`src/rtl/diee_pkg.sv`:
```
// Package of constants and types for the debounced digital input block.
// Function
// - Three inputs; a read by index returns one level, else all three.
// - Each input holds a rising action and a falling action, issued on edges; of inputs with edges in one cycle, only the lowest-numbered is issued.
// - Edge event only after input holds new level for the filter time.
// - Filter time zero raises the event at once on the transition.
// - Filter time is 0 to 1000 ms; larger writes are clamped to 1000.
// - Filter times reset to zero.
package diee_pkg;

	// Clock rate and millisecond tick period.
	localparam int unsigned CLK_HZ       = 100_000_000;
	localparam int unsigned TICK_MS      = 1;
	localparam int unsigned TICK_CYCLES  = CLK_HZ / 1000 * TICK_MS;

	// Input count, filter width and limits.
	localparam int unsigned NUM_IN       = 3;
	localparam int unsigned FILT_W       = 10;
	localparam logic [9:0]  FILT_MAX     = 10'h3E8;
	localparam logic [9:0]  FILT_RST     = 10'h000;

	// Action code width and reset value.
	localparam int unsigned ACT_W        = 8;
	localparam logic [7:0]  ACT_RST      = 8'h00;

	// Index code that asks for all inputs at once.
	localparam logic [1:0]  IDX_ALL      = 2'h3;

	// One configuration write for one input.
	typedef struct packed {
		logic       wr;
		logic [1:0] idx;
		logic [9:0] filt;
		logic [7:0] act_rise;
		logic [7:0] act_fall;
	} diee_cfg_t;

	// One issued action.
	typedef struct packed {
		logic       valid;
		logic [1:0] idx;
		logic       rising;
		logic [7:0] code;
	} diee_act_t;

endpackage

```
`src/rtl/diee_filter.sv`:
```
// Per-input filter that qualifies edges by a held time in milliseconds.
`timescale 1ns/1ps
`default_nettype none
module diee_filter import diee_pkg::*; #(
	parameter int unsigned FW = FILT_W
) (
	input  wire logic          clock_in,  // System clock.
	input  wire logic          rst_in,    // Asynchronous reset, high.
	input  wire logic          tick_in,   // Millisecond tick pulse.
	input  wire logic          pin_in,    // Synchronised pin level.
	input  wire logic [FW-1:0] filt_in,   // Filter time in ms.
	output logic               level_out, // Qualified level.
	output logic               rise_out,  // Qualified rising pulse.
	output logic               fall_out   // Qualified falling pulse.
);

	logic          level_r;
	logic          prev_r;
	logic [FW-1:0] cnt_r;

	// Tracks raw changes; restart of the count on every new transition.
	always_ff @(posedge clock_in or posedge rst_in) begin
		if (rst_in) begin
			prev_r <= 1'b0;
			cnt_r  <= '0;
		end else begin
			prev_r <= pin_in;
			if (pin_in != prev_r) begin
				cnt_r <= '0;
			end else if (tick_in && pin_in != level_r && cnt_r <= filt_in) begin
				// Counts one tick past the filter time, so the held time is
				// never shorter than the programmed time.
				cnt_r <= cnt_r + 1'b1;
			end
		end
	end

	// Accepts the new level once held for the filter time, or at once.
	always_ff @(posedge clock_in or posedge rst_in) begin
		if (rst_in) begin
			level_r  <= 1'b0;
			rise_out <= 1'b0;
			fall_out <= 1'b0;
		end else begin
			rise_out <= 1'b0;
			fall_out <= 1'b0;
			if (pin_in != level_r &&
			    (filt_in == '0 ||
			     (pin_in == prev_r && cnt_r > filt_in))) begin
				level_r  <= pin_in;
				rise_out <= pin_in;
				fall_out <= ~pin_in;
			end
		end
	end

	assign level_out = level_r;

	// Zero filter reports the transition one cycle after the pin moves.
	a_zero_immediate: assert property (@(posedge clock_in) disable iff (rst_in)
		(filt_in == '0 && $stable(filt_in) && pin_in != level_r)
		|=> (level_r == $past(pin_in)))
		else $error("zero filter did not pass the level at once");

	// With a nonzero filter, the level never moves unless the count passed the filter time.
	a_held_time: assert property (@(posedge clock_in) disable iff (rst_in)
		(filt_in != '0 && $stable(filt_in) && pin_in != level_r
		 && cnt_r <= filt_in) |=> $stable(level_r))
		else $error("level changed before the filter time elapsed");

endmodule
`default_nettype wire

```
`src/rtl/diee_top.sv`:
```
// Debounced digital inputs with per-edge stored actions.
`timescale 1ns/1ps
`default_nettype none
module diee_top import diee_pkg::*; #(
	parameter int unsigned N  = NUM_IN,
	parameter int unsigned TC = TICK_CYCLES
) (
	input  wire logic        clock_in,   // System clock, 100 MHz.
	input  wire logic        rst_in,     // Asynchronous reset, high.
	input  wire logic [2:0]  pins_in,    // Raw input pins.
	input  wire diee_cfg_t   cfg_in,     // Configuration write.
	input  wire logic [1:0]  rd_idx_in,  // Read index, 3 for all.
	output logic [2:0]       levels_out, // Read levels.
	output diee_act_t        act_out     // Issued action.
);

	////////////////////////////////////////////////////////////////////
	// Millisecond tick divider.
	logic [31:0] div_r;
	logic        tick_r;

	// Counts clock cycles and pulses once per millisecond.
	always_ff @(posedge clock_in or posedge rst_in) begin
		if (rst_in) begin
			div_r  <= '0;
			tick_r <= 1'b0;
		end else if (div_r == TC - 1) begin
			div_r  <= '0;
			tick_r <= 1'b1;
		end else begin
			div_r  <= div_r + 32'h1;
			tick_r <= 1'b0;
		end
	end

	////////////////////////////////////////////////////////////////////
	// Pin synchronisers.
	logic [2:0] sync1_r;
	logic [2:0] sync2_r;

	// Two flops bring the asynchronous pins into the clock domain.
	always_ff @(posedge clock_in or posedge rst_in) begin
		if (rst_in) begin
			sync1_r <= '0;
			sync2_r <= '0;
		end else begin
			sync1_r <= pins_in;
			sync2_r <= sync1_r;
		end
	end

	////////////////////////////////////////////////////////////////////
	// Configuration storage.
	logic [FILT_W-1:0] filt_r [N];
	logic [ACT_W-1:0]  rise_act_r [N];
	logic [ACT_W-1:0]  fall_act_r [N];
	logic [2:0]        lvl;
	logic [2:0]        rise;
	logic [2:0]        fall;

	genvar g;
	generate
		for (g = 0; g < N; g++) begin : gen_in
			// Stores filter time and actions; out-of-range time is clamped.
			always_ff @(posedge clock_in or posedge rst_in) begin
				if (rst_in) begin
					filt_r[g]     <= FILT_RST;
					rise_act_r[g] <= ACT_RST;
					fall_act_r[g] <= ACT_RST;
				end else if (cfg_in.wr && cfg_in.idx == 2'(g)) begin
					filt_r[g] <= (cfg_in.filt > FILT_MAX) ?
					             FILT_MAX : cfg_in.filt;
					rise_act_r[g] <= cfg_in.act_rise;
					fall_act_r[g] <= cfg_in.act_fall;
				end
			end

			diee_filter #(.FW(FILT_W)) u_filt (
				.clock_in  (clock_in),
				.rst_in    (rst_in),
				.tick_in   (tick_r),
				.pin_in    (sync2_r[g]),
				.filt_in   (filt_r[g]),
				.level_out (lvl[g]),
				.rise_out  (rise[g]),
				.fall_out  (fall[g])
			);
		end
	endgenerate

	////////////////////////////////////////////////////////////////////
	// Level read and action issue.

	// Returns one level by index or all three together.
	always_ff @(posedge clock_in or posedge rst_in) begin
		if (rst_in) begin
			levels_out <= '0;
		end else if (rd_idx_in == IDX_ALL) begin
			levels_out <= lvl;
		end else begin
			levels_out <= {2'b00, lvl[rd_idx_in]};
		end
	end

	// Issues the action of the lowest-numbered input with an edge.
	always_ff @(posedge clock_in or posedge rst_in) begin
		if (rst_in) begin
			act_out <= '0;
		end else begin
			act_out <= '0;
			for (int i = N - 1; i >= 0; i--) begin
				if (rise[i] || fall[i]) begin
					act_out.valid  <= 1'b1;
					act_out.idx    <= 2'(i);
					act_out.rising <= rise[i];
					act_out.code   <= rise[i] ? rise_act_r[i] : fall_act_r[i];
				end
			end
		end
	end

	// Every qualified edge of input 0 is issued the next cycle.
	a_edge_issue: assert property (@(posedge clock_in) disable iff (rst_in)
		(rise[0] || fall[0]) |=> (act_out.valid && act_out.idx == 2'h0
		 && act_out.rising == $past(rise[0])))
		else $error("edge of input 0 did not issue its action");

	// Stored filter times of inputs 0 and 1 never exceed the limit.
	a_filt_range: assert property (@(posedge clock_in) disable iff (rst_in)
		filt_r[0] <= FILT_MAX && filt_r[1] <= FILT_MAX)
		else $error("filter time out of range");

	// The tick never comes in two cycles running.
	a_tick_period: assert property (@(posedge clock_in) disable iff (rst_in)
		tick_r |=> !tick_r)
		else $error("millisecond tick too close");

	// Read of all returns all qualified levels.
	a_read_all: assert property (@(posedge clock_in) disable iff (rst_in)
		rd_idx_in == IDX_ALL |=> levels_out == $past(lvl))
		else $error("all-input read wrong");

endmodule
`default_nettype wire

```
`config.mk`:
```
export PLATFORM = sky130hd
export DESIGN_NAME = diee_top
export DESIGN_NICKNAME = d
export VERILOG_FILES = /design/src/rtl/diee_pkg.sv /design/src/rtl/diee_filter.sv /design/src/rtl/diee_top.sv
export SDC_FILE = /design/constraint.sdc
export NUM_CORES = 1
export LEC_CHECK = 0
export ABC_AREA = 1
export ABC_CLOCK_PERIOD_IN_PS = 8750
export BUFFER_PORTS_ARGS = -buffer_cell sky130_fd_sc_hd__buf_2
export CORE_MARGIN = 8
export CORE_UTILIZATION = 55
export CTS_CLUSTER_DIAMETER = 200
export CTS_CLUSTER_SIZE = 30
export DETAILED_ROUTE_END_ITERATION = 8
export PLACE_DENSITY = 0.73
export SYNTH_ARGS = -nofsm -noshare
export SYNTH_HDL_FRONTEND = slang
export SYNTH_SLANG_ARGS = --single-unit
```
`constraint.sdc`:
```
create_clock -name clock_in -period 8.75 [get_ports clock_in]
set_input_delay 0.875 -clock clock_in [delete_from_list [all_inputs] [get_ports clock_in]]
set_output_delay 0.875 -clock clock_in [all_outputs]
set_load 0.02 [all_outputs]
```
==> out/metrics.yaml, run 1 <==
synth:
  synth_cell_type_count: 36
  yosysTopAreaCell: "dfrtp_1"
  synth_area_leaders: "dfrtp_1 (48%), nand2_1 (12%), inv_1 (6.7%), ha_1 (4.7%), o21ai_0 (4.5%)"
  ys_ff_latch: 174
  syn_avg_cell_area_sq_um: 8.09
  yosys_warnings: 0
  synth_cells: 1117
  yosysSeqAreaShare: 0.482
  syn-num-nets: 1187
  syn-cell-area_sq_mm: 0.00903
  synth_top_area_share: 0.482
drt:
  ant_nets: 0
  drt-initial-drc-count: 552
  viasPerCell: 5.20
  vias: 7250
  routedWlPerCell_um: 14.3
  firstDrtPassIters: 6
  drc: 0
  wl_mm: 20.0
placed_design:
  gp_congestion: 0.905
  dp_slack_ns: 6.08
  post_dp_cell_area_sq_mm: 0.00949
  portBuffers: 50
  dp_hpwl_mm: 13.7
clocking:
  cts_sinks: 174
  cts_buffer_depth: 2
  cts_max_level: 4
  cts_hold_buf: 0
  cts_made_buffers: 17
  postCtsSetupBuffers: 0
  insertion_delay_ns: 0.44
  cts_tree: "built"
  path_clk_slew_ns: 0.06
  ctsResizeCount: 0
  clockRootBuffer: "clkbuf_16"
worst_setup_path:
  path_cells: "ha_1, nand2_1, nor2_1, nand3_1, nand3_1, nand3_1, nand2_2, nand2_1, nand2_1"
  critPathSlowestCell: "dfrtp_1"
  end_kind: "register"
  rr_startpoint: "gen_in[2].u_filt.cnt_r[5]$_DFFE_PP0P_"
  slowest_delay_ns: 0.48
  cp.arrival_ns: 2.63
  cp_max_fo: 15
  required_ns: 9.12
  crit_buf_inv: 0
  startpoint: "gen_in[2].u_filt.cnt_r[5]$_DFFE_PP0P_"
  startpoint_type: "register"
  cp_top_family: "simple AND/OR/NAND/NOR gates"
  crit_type: "reg2reg"
floorplanning:
  die_w_um: 144
  num_io_pins: 51
  num_rows: 47
  die-area_sq_mm: 0.0208
  initial_utilization: 0.553
  core_area_sq_mm: 0.0163
  dieHeight_um: 144
timing:
  fin_crit_ns: 2.26
  fmax_mhz: 443
  timing.final.hold_violations: 0
  fin_ws_ns: 6.49
  tightest_slew_ns: 0.996
  final.setup.tns_ns: 0
  maxSlewHeadroom: 0.336
  grt_setup_unrepaired: "false"
  finalClockSkew_ns: 0.00775
  finalMaxSlewViolations: 0
  fin_crit_sh: 0.258
  finalSetupViolCount: 0
  whs_ns: 0.352
pwr:
  irDropWorstVdd_mv: 0.163
  power_density_mw_per_mm2: 194
  p_leak_nw: 5.23
global_routing:
  grt_first_pass_wirelength_mm: 34.0
  grt_pass1_vias: 7009
  grt_max_degree: 95
  antenna_found_initial: 0
  gr-total-overflow: 0
  grt_usage: 0.206
flow_run:
  drv_cap: 0
layout:
  drive_gt1_frac: 0.0919
  mostFrequentLayoutCells: "nand2_1 (294), dfrtp_1 (174), inv_1 (160)"
  nets: 1232
  area.growth.synth_to_final_pct: 11.8
  layout_commonest_cell: "nand2_1"
  diodes: 0
  final_cell_area_sq_mm: 0.0101
hold_path:
  min_path_type: "reg2reg"
  hold_path.startpoint: "sync1_r[2]$_DFF_PP0_"
run_status:
  status: "finished, final reports clean"
-- stage by stage --
step                      instances   util  total power [mW]
final                          1395  0.618              1.96
after global routing           1395  0.618              2.06
after CTS                      1395  0.618              1.98
after detailed placement       1363  0.580              1.18
after global placement         1363  0.580              1.17
after floorplan                1117      -              1.11
-- cell usage after synthesis (all sizes together) --
library cell and number:
clkinv 1, o21bai 5, inv 164, o21ai 82, a21boi 2, nand2 296
a21oi 11, or2 3, xnor2 8, ha 34, nor4 8, nand3 72
xor2 34, o211ai 24, a31oi 1, and3 1, nor2 100, mux2i 8
nor3 19, nand4 35, clkbuf 23, nor3b 1, a21o 3, buf 8
dfrtp 174
-- per-layer routing --
layer	wire [um]	global-route usage
met5	0	0
met4	306	0.0646
met1	9160	0.269
met2	9630	0.339
met3	893	0.0423
-- power by group --
part / switching, mW / internal [mW] / leakage [nW]
Clock: 0.335 / 0.457 / 0.293
Combinational: 0.149 / 0.0819 / 2.66
Sequential: 0.0591 / 0.881 / 2.27
Total: 0.542 / 1.42 / 5.23
-- state kept, by name, indices dropped and copies added (netlist names) --
signal,cells
gen_in.u_filt.prev_r,3
gen_in.u_filt.cnt_r,30
levels_out,3
gen_in.u_filt.rise_out,3
div_r,32
sync1_r,3
rise_act_r,24
tick_r,1
fall_act_r,24
filt_r,30
gen_in.u_filt.level_out,3
sync2_r,3
act_out,12
gen_in.u_filt.fall_out,3
-- path summary, 6_finish.rpt --
path / endpoint / slack, ns / cells past startpoint
worst min register to register: sync2_r[2]$_DFF_PP0_ / 0.35 / 0
worst max register to register: gen_in[2].u_filt.cnt_r[4]$_DFFE_PP0P_ / 6.49 / 9
worst max-delay path: gen_in[2].u_filt.cnt_r[4]$_DFFE_PP0P_ / 6.49 / 9
min in group asynchronous: gen_in[0].u_filt.cnt_r[7]$_DFFE_PP0P_ / 0.59 / 2
worst min-delay path: sync2_r[2]$_DFF_PP0_ / 0.35 / 0
max in group asynchronous: fall_act_r[15]$_DFFE_PP0P_ / 6.67 / 3
-- logic make-up (layout without fill, tap and decap cells) --
| family | after synthesis | in the layout | share of synthesized area |
|---|---|---|---|
| compound gates | 128 | 128 | 0.0805 |
| mux | 8 | 8 | 0.00886 |
| xor+xnor | 42 | 42 | 0.0407 |
| simple gates | 535 | 535 | 0.258 |
| flops | 174 | 174 | 0.482 |
| fa+ha+maj | 34 | 34 | 0.0471 |
| buf+inv | 196 | 254 | 0.0834 |
-- worst register-to-register path, cell delays in order, from the launching register on --
cell     delay (ns)
dfrtp_1        0.48
ha_1           0.36
nand2_1        0.08
nor2_1         0.15
nand3_1        0.10
nand3_1        0.09
nand3_1        0.41
nand2_2        0.38
nand2_1        0.08
nand2_1        0.07
-- area by class of cell --
cell class | instances | area, sq um
well taps | 220 | 275
repair buffers | 57 | 303
clock buffers | 19 | 433
inverters | 165 | 627
clock inverters | 13 | 180
flip-flops and latches | 174 | 4350
fillers | 1433 | 6250
multi-input cells | 747 | 3930
Power figures use the tool's default switching activity.
==> inputs of run 2 (changes only) <==
--- a/config.mk
+++ b/config.mk
@@ -6,14 +6,14 @@
 export NUM_CORES = 1
 export LEC_CHECK = 0
 export ABC_AREA = 1
-export ABC_CLOCK_PERIOD_IN_PS = 8750
+export ABC_CLOCK_PERIOD_IN_PS = 2000
 export BUFFER_PORTS_ARGS = -buffer_cell sky130_fd_sc_hd__buf_2
 export CORE_MARGIN = 8
 export CORE_UTILIZATION = 55
 export CTS_CLUSTER_DIAMETER = 200
 export CTS_CLUSTER_SIZE = 30
 export DETAILED_ROUTE_END_ITERATION = 8
-export PLACE_DENSITY = 0.73
+export PLACE_DENSITY = 0.76
 export SYNTH_ARGS = -nofsm -noshare
 export SYNTH_HDL_FRONTEND = slang
 export SYNTH_SLANG_ARGS = --single-unit
==> constraint.sdc (replaced) <==
create_clock -name clock_in -period 2 [get_ports clock_in]
set_input_delay 0.2 -clock clock_in [delete_from_list [all_inputs] [get_ports clock_in]]
set_output_delay 0.2 -clock clock_in [all_outputs]
set_load 0.02 [all_outputs]
==> run 2 against run 1 <==
  * Sequential power grew to 4.4 times the previous value
  * Largest cell class unchanged
  * Critical path depth increased by 1
  * Critical path type unchanged
  * Die area unchanged
  * Worst hold slack got worse by 0.31 ns
  * Utilization up 1.6 points
  * Clock power increased to 4.3 times the previous value
==> out/metrics.yaml, run 2 (synthesis gave the netlist of run 1 again) <==
run_status:
  status: "finished, final reports clean"
layout:
  largest_reg_flops: 32  # unchanged
  multiInputGateArea_sq_mm: 0.00394  # +0.25%
  regMostFlops: "div_r"
  mostFrequentLayoutCells: "nand2_1 (292), dfrtp_1 (174), inv_1 (160)"
  area.growth.synth_to_final_pct: 14.7
  diodes: 0  # unchanged
  drive_gt1_frac: 0.111  # +0.0190
  nFillCells: 1397  # -2.5%
  nets: 1256  # +1.9%
  seq_area_sq_mm: 0.00435  # unchanged
  layout_commonest_cell: "nand2_1"
  top_regs: "div_r: 32 flops, filt_r: 30 flops, gen_in.u_filt.cnt_r: 30 flops"
  finalNonFillerCells: 1419  # +1.7%
drt:
  drt-initial-drc-count: 455  # -18%
  drc: 0  # unchanged
  vias: 7433  # +2.5%
  ant_nets: 0  # unchanged
  firstDrtPassIters: 5  # -1
  viasPerCell: 5.24  # +0.79%
  wl_mm: 20.4  # +2.0%
  routedWlPerCell_um: 14.4  # +0.30%
worst_setup_path:
  path_cells: "ha_1, nand2_1, nor2_1, nand3_1, nand3_1, nand3_1, buf_4, nand2_2, nand2_1, nand2_1"
  critPathSlowestCell: "dfrtp_1"
  required_ns: 2.37  # -6.75 ns
  end_kind: "register"
  startpoint_type: "register"
  cp.arrival_ns: 2.21  # -0.42 ns
  cp_max_fo: 10  # -5
  slowest_delay_ns: 0.46  # -0.02 ns
  crit_type: "reg2reg"
timing:
  finalClockSkew_ns: 0.00734  # -0.000405 ns
  fmax_mhz: 545  # +23%
  grt_setup_unrepaired: "false"
  fin_crit_ns: 1.84  # -0.422 ns
  fin_crit_sh: 0.918  # +0.660
  maxSlewHeadroom: 0.536  # +0.200
  finalMaxSlewViolations: 0  # unchanged
  timing.final.hold_violations: 0  # unchanged
  tightest_slew_ns: 0.695  # -0.302 ns
  finalSetupViolCount: 0  # unchanged
clocking:
  clockRootBuffer: "clkbuf_16"
  cts_tree: "built"
  insertion_delay_ns: 0.44  # about the same
  cts_sinks: 174  # unchanged
  cts_max_level: 4  # unchanged
  cts_made_buffers: 17  # unchanged
  cts_buffer_depth: 2  # unchanged
  postCtsSetupBuffers: 0  # unchanged
  path_clk_slew_ns: 0.07  # about the same
floorplanning:
  core_area_sq_mm: 0.0163  # unchanged
  num_io_pins: 51  # unchanged
  num_rows: 47  # unchanged
  die-area_sq_mm: 0.0208  # unchanged
  dieHeight_um: 144  # unchanged
  initial_utilization: 0.553  # unchanged
  die_w_um: 144  # unchanged
global_routing:
  grt_max_degree: 53  # -44%
  grt_pass1_vias: 7222  # +3.0%
  antenna_found_initial: 0  # unchanged
  grt_first_pass_wirelength_mm: 34.6  # +1.7%
  grt_usage: 0.209  # +0.00305
  gr-total-overflow: 0  # unchanged
pwr:
  power_density_mw_per_mm2: 832  # +330%
  irDropWorstVdd_mv: 0.654  # +300%
  p_total_mw: 8.62  # +340%
  p_leak_nw: 5.36  # +2.5%
flow_run:
  drv_cap: 0  # unchanged
placed_design:
  gp_congestion: 0.957  # +5.8%
  portBuffers: 50  # unchanged
  dp_hpwl_mm: 14.3  # +4.2%
  dp.cells: 1383  # +1.5%
hold_path:
  min_path_type: "in2reg"
run 2: changes by cell type in the layout (fill, tap and decap cells not counted), moves of 2 or more:
cell,before,now
buf_12,0,5
nand2_1,294,292
nand2_2,2,4
dlygate4sd3_1,0,4
clkinvlp_4,2,5
buf_4,7,22
clkbuf_1,2,0
clkinv_4,3,0
run 2: path summary, 6_finish.rpt:
| path | startpoint | to | slack [ns] | cells past startpoint |
|---|---|---|---|---|
| max reg2reg | gen_in[2].u_filt.cnt_r[6]$_DFFE_PP0P_ | gen_in[2].u_filt.cnt_r[6]$_DFFE_PP0P_ | 0.16 | 10 |
| min | cfg_in[0] | fall_act_r[8]$_DFFE_PP0P_ | 0.05 | 3 |
| max in group asynchronous | rst_in | sync1_r[2]$_DFF_PP0_ | 0.98 | 4 |
| min in group asynchronous | rst_in | rise_act_r[1]$_DFFE_PP0P_ | 0.41 | 3 |
| max | gen_in[2].u_filt.cnt_r[6]$_DFFE_PP0P_ | gen_in[2].u_filt.cnt_r[6]$_DFFE_PP0P_ | 0.16 | 10 |
| min reg2reg | sync1_r[0]$_DFF_PP0_ | sync2_r[0]$_DFF_PP0_ | 0.36 | 0 |
run 2: report_power, final:
| part | total [mW] | internal (mW) | leakage [nW] | switching [mW] |
|---|---|---|---|---|
| registers | 4.09 | 3.85 | 2.27 | 0.236 |
| logic | 1.09 | 0.405 | 2.80 | 0.690 |
| clock network | 3.44 | 1.92 | 0.289 | 1.51 |
run 2: stage by stage:
| stage | setup slack (ns) | hold WS, ns | utilization | cell area [sq um] | TNS (ns) |
|---|---|---|---|---|---|
| after floorplan | -0.425 | 0.231 | - | 9040 | -73.89 |
| after global placement | 0.268 | 0.309 | 0.594 | 9700 | 0 |
| after detailed placement | 0.188 | 0.309 | 0.594 | 9700 | 0 |
| after CTS | 0.165 | 0.0416 | 0.634 | 10400 | 0 |
| after global routing | 0.00821 | 0.0492 | 0.634 | 10400 | 0 |
| final | 0.164 | 0.0466 | 0.634 | 10400 | 0 |
run 2: what timing repair did:
action                                  4_1_cts  5_1_grt
endpoints found under the setup margin        0       17
hold buffers                                  4        0
endpoints found under the hold margin        22        0
gates resized for setup                       0        2
run 2: critical path: cells and delay by family (launching register included):
kind                       cells  cell delay [ns]
and+or+nand+nor                8             0.82
DFF                            1             0.46
adders and majority gates      1             0.31
buffers and inverters          1             0.20
run 2: area by class of cell:
class | instances | share of cell area
Timing Repair Buffer | 81 | 0.0536
Tap cell | 220 | 0.0266
Sequential cell | 174 | 0.420
Multi-Input combinational cell | 747 | 0.380
Inverter | 165 | 0.0604
Clock inverter | 14 | 0.0169
Clock buffer | 18 | 0.0424
run 2: layer usage:
layer	GRT usage	wire, um	part of all wire
met1	0.274	9180	0.45
met2	0.342	9860	0.48
met3	0.0399	990	0.049
met4	0.0728	366	0.018
met5	0	0	0
